### src/design/aux_ptr_agen_map.vh
// Constants for the pointer indirect address generator
`ifndef AUX_PTR_AGEN_MAP_VH
`define AUX_PTR_AGEN_MAP_VH
// Access types
`define ACC_DATA 2'h0
`define ACC_BIT 2'h1
`define ACC_IO 2'h2
// Pointer modification codes
`define OP_NONE 3'h0
`define OP_POST_INC 3'h1
`define OP_POST_DEC 3'h2
`define OP_PRE_INC 3'h3
`define OP_PRE_DEC 3'h4
`define OP_POST_ADD_IDX 3'h5
`define OP_POST_SUB_IDX 3'h6
`define OP_BASE_IDX 3'h7
// Bit instruction classes and target classes
`define BIT_TEST 3'h0
`define BIT_SET 3'h1
`define BIT_CLEAR 3'h2
`define BIT_CPL 3'h3
`define TGT_ACC 2'h0
`define TGT_PTR 2'h1
`define TGT_TEMP 2'h2
`define TGT_OTHER 2'h3
`define BIT_MAX_ACC 16'h0027
`define BIT_MAX_NARROW 16'h000f
// Status word two field positions
`define SW2_COEF_CIRC 8
`define SW2_OPSET 15
// Pointer file
`define COEF_SEL 4'h8
`define STEP_NARROW 23'h000001
`define STEP_WIDE 23'h000002
`define PTR_RESET 23'h000000
`endif

### src/design/aux_pointer_indirect_agen.v
// Pointer indirect address generator with its own extended pointer file
`timescale 1ns/1ps
`include "aux_ptr_agen_map.vh"
module aux_pointer_indirect_agen (
	input wire clk_in,
	input wire nrst_in,
	// Pointer loads
	input wire load_full_in,
	input wire load_low_in,
	input wire [3:0] load_sel_in,
	input wire [22:0] load_data_in,
	// Pointer readback
	input wire [3:0] read_sel_in,
	output reg [22:0] ptr_value_out,
	// Access request from the decoder
	input wire req_valid_in,
	input wire [1:0] access_type_in,
	input wire [3:0] ptr_sel_in,
	input wire [2:0] mod_op_in,
	input wire wide_in,
	input wire [2:0] bit_instr_in,
	input wire [1:0] bit_target_in,
	// Configuration
	input wire [15:0] status_word_two_in,
	input wire legacy_compat_bit_in,
	input wire [15:0] temp_reg0_in,
	input wire [15:0] circ_start_pair01_in,
	input wire [15:0] circ_start_pair23_in,
	input wire [15:0] circ_start_pair45_in,
	input wire [15:0] circ_start_pair67_in,
	input wire [15:0] circ_start_coef_in,
	input wire [15:0] circ_size_pair01_in,
	input wire [15:0] circ_size_pair23_in,
	input wire [15:0] circ_size_pair45_in,
	input wire [15:0] circ_size_pair67_in,
	input wire [15:0] circ_size_coef_in,
	// Results
	output reg addr_valid_out,
	output reg [1:0] addr_type_out,
	output reg [22:0] data_addr_out,
	output reg [15:0] bit_index_out,
	output reg [15:0] io_addr_out,
	output reg access_err_out
);

	// Decode and arithmetic are combinational; every result is registered
	// Eight extended pointers plus the coefficient pointer at index 8
	reg [22:0] ptr_reg [0:8];

	// Chosen pointer and the values derived from it
	reg [22:0] ptr_cur;
	reg [22:0] index_val;
	reg [22:0] step_val;
	reg [22:0] delta;
	reg [22:0] moved;
	reg [22:0] ea_ptr;
	reg [22:0] new_ptr;
	reg [22:0] data_addr;
	reg [15:0] circ_start;
	reg [15:0] circ_size;
	reg [15:0] bit_max;
	reg circ_on;
	reg is_pre;
	reg modifies;
	// Refusal flags of the current request
	reg op_err;
	reg bit_err;
	reg req_err;
	integer i;

	// Legal pointer number: the eight pointers or the coefficient pointer
	function ptr_ok;
		input [3:0] sel;
		begin
			ptr_ok = (sel <= `COEF_SEL);
		end
	endfunction

	// Negation on the full 23-bit width; wraps like the pointer arithmetic
	function [22:0] neg23;
		input [22:0] v;
		begin
			neg23 = 23'h000000 - v;
		end
	endfunction

	// Modulo step inside a circular buffer; size zero falls back to a plain step.
	// Only correct for steps smaller than the buffer, which the software must keep.
	function [15:0] circ_add;
		input [15:0] v;
		input [16:0] d;
		input [15:0] sz;
		reg [17:0] s;
		begin
			s = {2'h0, v} + {d[16], d};
			if (sz == 16'h0000) begin
				circ_add = s[15:0];
			end else if (s[17]) begin
				s = s + {2'h0, sz};
				circ_add = s[15:0];
			end else if (s >= {2'h0, sz}) begin
				s = s - {2'h0, sz};
				circ_add = s[15:0];
			end else begin
				circ_add = s[15:0];
			end
		end
	endfunction

	// Pick circular setting, start and size for the chosen pointer
	always @* begin
		// Out-of-range numbers read zero instead of an undefined word
		if (ptr_ok(ptr_sel_in)) begin
			ptr_cur = ptr_reg[ptr_sel_in];
		end else begin
			ptr_cur = `PTR_RESET;
		end
		if (ptr_sel_in == `COEF_SEL) begin
			circ_on = status_word_two_in[`SW2_COEF_CIRC];
			circ_start = circ_start_coef_in;
			circ_size = circ_size_coef_in;
		end else begin
			circ_on = status_word_two_in[ptr_sel_in[2:0]];
			// Pointers share start and size in pairs, so bits 2:1 pick the pair
			case (ptr_sel_in[2:1])
				2'h0: begin
					circ_start = circ_start_pair01_in;
					circ_size = circ_size_pair01_in;
				end
				2'h1: begin
					circ_start = circ_start_pair23_in;
					circ_size = circ_size_pair23_in;
				end
				2'h2: begin
					circ_start = circ_start_pair45_in;
					circ_size = circ_size_pair45_in;
				end
				default: begin
					circ_start = circ_start_pair67_in;
					circ_size = circ_size_pair67_in;
				end
			endcase
		end
	end

	// Step, index and signed delta for the modification
	always @* begin
		step_val = wide_in ? `STEP_WIDE : `STEP_NARROW;
		// Sign extension lets a negative temp step down across pages
		if (legacy_compat_bit_in) begin
			index_val = ptr_reg[0];
		end else begin
			index_val = {{7{temp_reg0_in[15]}}, temp_reg0_in};
		end
		is_pre = 1'b0;
		modifies = 1'b1;
		case (mod_op_in)
			`OP_POST_INC: delta = step_val;
			`OP_POST_DEC: delta = neg23(step_val);
			`OP_PRE_INC: begin
				delta = step_val;
				is_pre = 1'b1;
			end
			`OP_PRE_DEC: begin
				delta = neg23(step_val);
				is_pre = 1'b1;
			end
			`OP_POST_ADD_IDX: delta = index_val;
			`OP_POST_SUB_IDX: delta = neg23(index_val);
			`OP_BASE_IDX: begin
				delta = index_val;
				is_pre = 1'b1;
				modifies = 1'b0;
			end
			default: begin
				delta = 23'h000000;
				modifies = 1'b0;
			end
		endcase
	end

	// Control operand set offers only plain, post-step and base-plus-index operands
	always @* begin
		// A refused request is still answered, so the decoder never waits
		op_err = 1'b0;
		if (status_word_two_in[`SW2_OPSET]) begin
			case (mod_op_in)
				`OP_NONE: op_err = 1'b0;
				`OP_POST_INC: op_err = 1'b0;
				`OP_POST_DEC: op_err = 1'b0;
				`OP_BASE_IDX: op_err = 1'b0;
				default: op_err = 1'b1;
			endcase
		end
	end

	// Moved pointer by circular setting, then access type; only non-circular data keeps the high part in the sum
	always @* begin
		if (circ_on) begin
			moved = {ptr_cur[22:16], circ_add(ptr_cur[15:0], delta[16:0], circ_size)};
		end else if (access_type_in == `ACC_DATA) begin
			moved = ptr_cur + delta;
		end else begin
			// Bit and I/O pointers keep the high part; the low word wraps
			moved = {ptr_cur[22:16], ptr_cur[15:0] + delta[15:0]};
		end
		// Pre forms address with the moved value, post forms with the old one
		ea_ptr = is_pre ? moved : ptr_cur;
		new_ptr = modifies ? moved : ptr_cur;
		if (circ_on) begin
			// Start offset joins the address only, never the stored pointer
			data_addr = {ea_ptr[22:16], 16'h0000} + {7'h00, circ_start} +
				{7'h00, ea_ptr[15:0]};
		end else begin
			data_addr = ea_ptr;
		end
	end

	// Register-bit legality: instruction class, target class, top bit
	always @* begin
		bit_max = (bit_target_in == `TGT_ACC) ? `BIT_MAX_ACC : `BIT_MAX_NARROW;
		bit_err = 1'b0;
		if (access_type_in == `ACC_BIT) begin
			case (bit_instr_in)
				`BIT_TEST: bit_err = 1'b0;
				`BIT_SET: bit_err = 1'b0;
				`BIT_CLEAR: bit_err = 1'b0;
				`BIT_CPL: bit_err = 1'b0;
				default: bit_err = 1'b1;
			endcase
			if (bit_target_in == `TGT_OTHER) begin
				bit_err = 1'b1;
			end
			// A bit pair needs room for the next bit, so the top index is refused
			if (wide_in && (ea_ptr[15:0] >= bit_max)) begin
				bit_err = 1'b1;
			end else if (ea_ptr[15:0] > bit_max) begin
				bit_err = 1'b1;
			end
		end
		// Access type 3 names no space and is refused
		req_err = bit_err | op_err | (access_type_in == 2'h3);
	end

	// Pointer file: loads, and write-back of the access that uses the pointer
	always @(posedge clk_in) begin
		if (!nrst_in) begin
			// All nine pointers clear together
			for (i = 0; i < 9; i = i + 1) begin
				ptr_reg[i] <= `PTR_RESET;
			end
		end else begin
			// Access write-back beats a load to the same pointer in one cycle
			if (load_full_in && ptr_ok(load_sel_in)) begin
				ptr_reg[load_sel_in] <= load_data_in;
			end else if (load_low_in && ptr_ok(load_sel_in)) begin
				ptr_reg[load_sel_in] <= {ptr_reg[load_sel_in][22:16],
					load_data_in[15:0]};
			end
			// Refused requests leave the pointer as it was
			if (req_valid_in && !req_err && ptr_ok(ptr_sel_in)) begin
				ptr_reg[ptr_sel_in] <= new_ptr;
			end
		end
	end

	// One result per request, held until the next request
	// Refused requests still answer, with the error flag set
	always @(posedge clk_in) begin
		if (!nrst_in) begin
			addr_valid_out <= 1'b0;
			addr_type_out <= `ACC_DATA;
			data_addr_out <= 23'h000000;
			bit_index_out <= 16'h0000;
			io_addr_out <= 16'h0000;
			access_err_out <= 1'b0;
			ptr_value_out <= 23'h000000;
		end else begin
			// Readback is registered like every other output
			if (ptr_ok(read_sel_in)) begin
				ptr_value_out <= ptr_reg[read_sel_in];
			end else begin
				ptr_value_out <= 23'h000000;
			end
			addr_valid_out <= req_valid_in;
			if (req_valid_in) begin
				addr_type_out <= access_type_in;
				access_err_out <= req_err | !ptr_ok(ptr_sel_in);
				// Unused result ports read zero so no consumer sees a stale address
				data_addr_out <= 23'h000000;
				bit_index_out <= 16'h0000;
				io_addr_out <= 16'h0000;
				case (access_type_in)
					`ACC_DATA: data_addr_out <= data_addr;
					`ACC_BIT: bit_index_out <= ea_ptr[15:0];
					`ACC_IO: io_addr_out <= ea_ptr[15:0];
					default: access_err_out <= 1'b1;
				endcase
			end
		end
	end

endmodule // aux_pointer_indirect_agen

### config.mk
export PLATFORM = sky130hd
export DESIGN_NAME = aux_pointer_indirect_agen
export DESIGN_NICKNAME = d
export VERILOG_FILES = /design/src/design/aux_pointer_indirect_agen.v
export VERILOG_INCLUDE_DIRS = /design/src /design/src/design
export SDC_FILE = /design/constraint.sdc
export NUM_CORES = 1
export LEC_CHECK = 0
export CAP_MARGIN = 20
export CORE_UTILIZATION = 69
export DETAILED_ROUTE_END_ITERATION = 7
export DONT_BUFFER_PORTS = 1
export PLACE_DENSITY = 0.95
export SYNTH_ARGS = -nofsm -noshare
export SYNTH_HDL_FRONTEND = slang
export SYNTH_SLANG_ARGS = --single-unit
### constraint.sdc
create_clock -name clk_in -period 29.6 [get_ports clk_in]
set_input_delay 2.96 -clock clk_in [delete_from_list [all_inputs] [get_ports clk_in]]
set_output_delay 2.96 -clock clk_in [all_outputs]
set_load 0.01 [all_outputs]
==> impl_metrics.env <==
export IMPL_critPathLaunchType="primary input"
export IMPL_p_leak_nw=9.88
export IMPL_cts_tree="yes"
export IMPL_synth_area_leaders="edfxtp_1 27%, mux2i_1 12%, mux4_2 8.9%"
export IMPL_drv_cap=0
export IMPL_yosys_warnings=0
export IMPL_yosys_cell_types_count=90
export IMPL_syn_nets=2800
export IMPL_synthFlopType="edfxtp_1"
export IMPL_place_gp_congestion=0.977
export IMPL_crit_top_cell="ha_1"
export IMPL_cp_data_arrival_time_ns=13.43
export IMPL_postSynthCellCount=2480
export IMPL_ir_drop_v=0.0000494
export IMPL_dpl_cell_count=2780
export IMPL_cp_end_kind="register"
export IMPL_wl_per_cell_um=28.7
export IMPL_final_cell_mix="439 x nand2_1, 280 x mux2i_1, 207 x edfxtp_1"
export IMPL_drt_iter0_markers=3617
export IMPL_dpl_hpwl_um=55000
export IMPL_dp_slack_ns=16.38
export IMPL_min_period_over_period=0.446
export IMPL_synthesis_area_um2=23100
export IMPL_cellPowerDensity_nw_per_um2=53.3
export IMPL_cpPeakStageDelay_ns=1.10
export IMPL_fin_area_um2=24200
export IMPL_area_growth_pct=4.53
export IMPL_synth_seq_area_share=0.340
export IMPL_ctsResizeCount=0
export IMPL_grt_pass1_vias=21100
export IMPL_cts_max_level=1
export IMPL_io_buffers=0
export IMPL_track_usage=0.467
export IMPL_totalPowerFinal_mw=1.29
export IMPL_die_area_um2=34200
export IMPL_fillers=2210
export IMPL_worstSetupPathType="in -> reg"
export IMPL_tns_ns=0
export IMPL_ant_nets=0
export IMPL_ios=326
export IMPL_skew_ns=0.0383
export IMPL_timing_fmax_ghz=0.0757
export IMPL_cts_sinks=289
export IMPL_synth_top_area_share=0.269
export IMPL_hold_violations=0
export IMPL_cts_hold_buf=0
export IMPL_finalNetCount=2695
export IMPL_vias=21600
export IMPL_synth_edf_count=207
export IMPL_drt_pass1_iter_count=8
export IMPL_setup_violations=0
export IMPL_required_ns=29.82
export IMPL_cts_setup_buffers=0
export IMPL_synth_largest_area_cell="edfxtp_1"
export IMPL_remaining_drc_errors=0
export IMPL_grt_max_degree=116
export IMPL_via_per_inst=7.58
export IMPL_overflow=0
export IMPL_syn_area_per_cell_um2=9.32
export IMPL_worst_pin_slew_ns=1.23
export IMPL_largest_reg_flops=207
export IMPL_layout_commonest_cell="nand2_1"
export IMPL_clk_latency_ns=0.62
export IMPL_die_h_um=185
export IMPL_placed_area_um2=23200
export IMPL_outcome="completed"
export IMPL_ys_ff_latch=289
export IMPL_rsz0062_at_grt="false"
export IMPL_async_flop_share=0
export IMPL_placementRows=66
export IMPL_setup_ws_ns=16.39
export IMPL_root_buffer="clkbuf_16"
export IMPL_crit_slowest_cell="nand3b_1"
export IMPL_drt_wl_total_um=81500
export IMPL_grt_pass1_wl_um=120000
export IMPL_cts_max_path_buffers=3
export IMPL_fin_cells=2845
export IMPL_drv_slew=0
export IMPL_maxSlewHeadroom=0.177
export IMPL_die_w_um=185
export IMPL_start_util=0.705
export IMPL_design_core_area_um2=32800
export IMPL_cts_buffers=30
export IMPL_hp_class="reg -> reg"
export IMPL_cp_max_fo=48
export IMPL_drive_gt1_frac=0.0951
export IMPL_antenna_found_initial=7
export IMPL_cts_reportedPaths_clkPinSlew_ns=0.06
export IMPL_period_needed_ns=13.21
-- area by class of cell --
type                    instances  area (um^2)  area share
diodes                          5         12.5    0.000518
clock buffers                  46          851      0.0352
clock inverters                 9         83.8     0.00347
inverters                     100          375      0.0155
multi-input cells            1910        14100       0.582
flip-flops and latches        289         7860       0.325
well taps                     442          553      0.0229
repair buffers                 44          355      0.0147
-- metrics by stage --
stage	utilization	hold slack, ns
5_1_grt	0.737	0.543
2_1_floorplan	-	0.483
4_1_cts	0.735	0.524
6_report	0.737	0.518
3_5_place_dp	0.706	0.516
3_3_place_gp	0.705	0.512
-- final timing paths --
kind,slack [ns],from,depth (start not counted),endpoint
setup / recovery,16.39,legacy_compat_bit_in,30,ptr_reg[0][8]
hold reg to reg,0.52,data_addr_out[22],2,data_addr_out[22]
hold / removal,0.52,data_addr_out[22],2,data_addr_out[22]
setup reg to reg,18.34,ptr_reg[0][0],30,ptr_reg[0][8]
-- cell usage after synthesis, drive strengths merged (44+ instances only) --
library cell and number:
nor3 44, clkbuf 119, edfxtp 207, dfxtp 82, nor2 146, nor2b 72, nand2 441, o21ai 82
mux2i 280, buf 62, inv 99, mux4 91, o22ai 47, ha 72, a21oi 124
-- worst max-delay path, delay by kind of cell --
family / cells / cell delay, ns
XOR/XNOR: 1 / 0.51
buffers and inverters: 1 / 0.19
adder cells (fa/ha/maj): 4 / 1.31
multiplexers: 2 / 0.71
AND/OR/NAND/NOR: 12 / 4.43
AO/OA/AOI/OAI: 10 / 3.26
-- logic make-up (layout without fill, tap and decap cells) --
group                      Yosys count  after routing  share of synthesized area
AOI/OAI and AO/OA                  508            508                      0.149
adders and majority gates           76             76                     0.0424
and+or+nand+nor                    897            897                      0.184
muxes                              379            379                      0.214
DFF                                289            289                      0.340
xor gates and xnor gates            50             50                     0.0189
other                                0              5                          0
buffers and inverters              281            199                     0.0523
-- where the power goes --
| group | leakage [nW] | internal (mW) | switching (mW) |
|---|---|---|---|
| registers | 2.81 | 0.452 | 0.0148 |
| clock network | 0.458 | 0.206 | 0.168 |
| logic | 6.61 | 0.165 | 0.282 |
-- metal layers --
metal	track usage	wire length, um	vias to the layer above
li1	-	-	8943
met2	0.743	36800	2149
met1	0.534	26200	9881
met5	0.00148	45	-
met3	0.141	11900	590
met4	0.340	6570	6
Note: power is estimated with default switching activity, not from simulation.
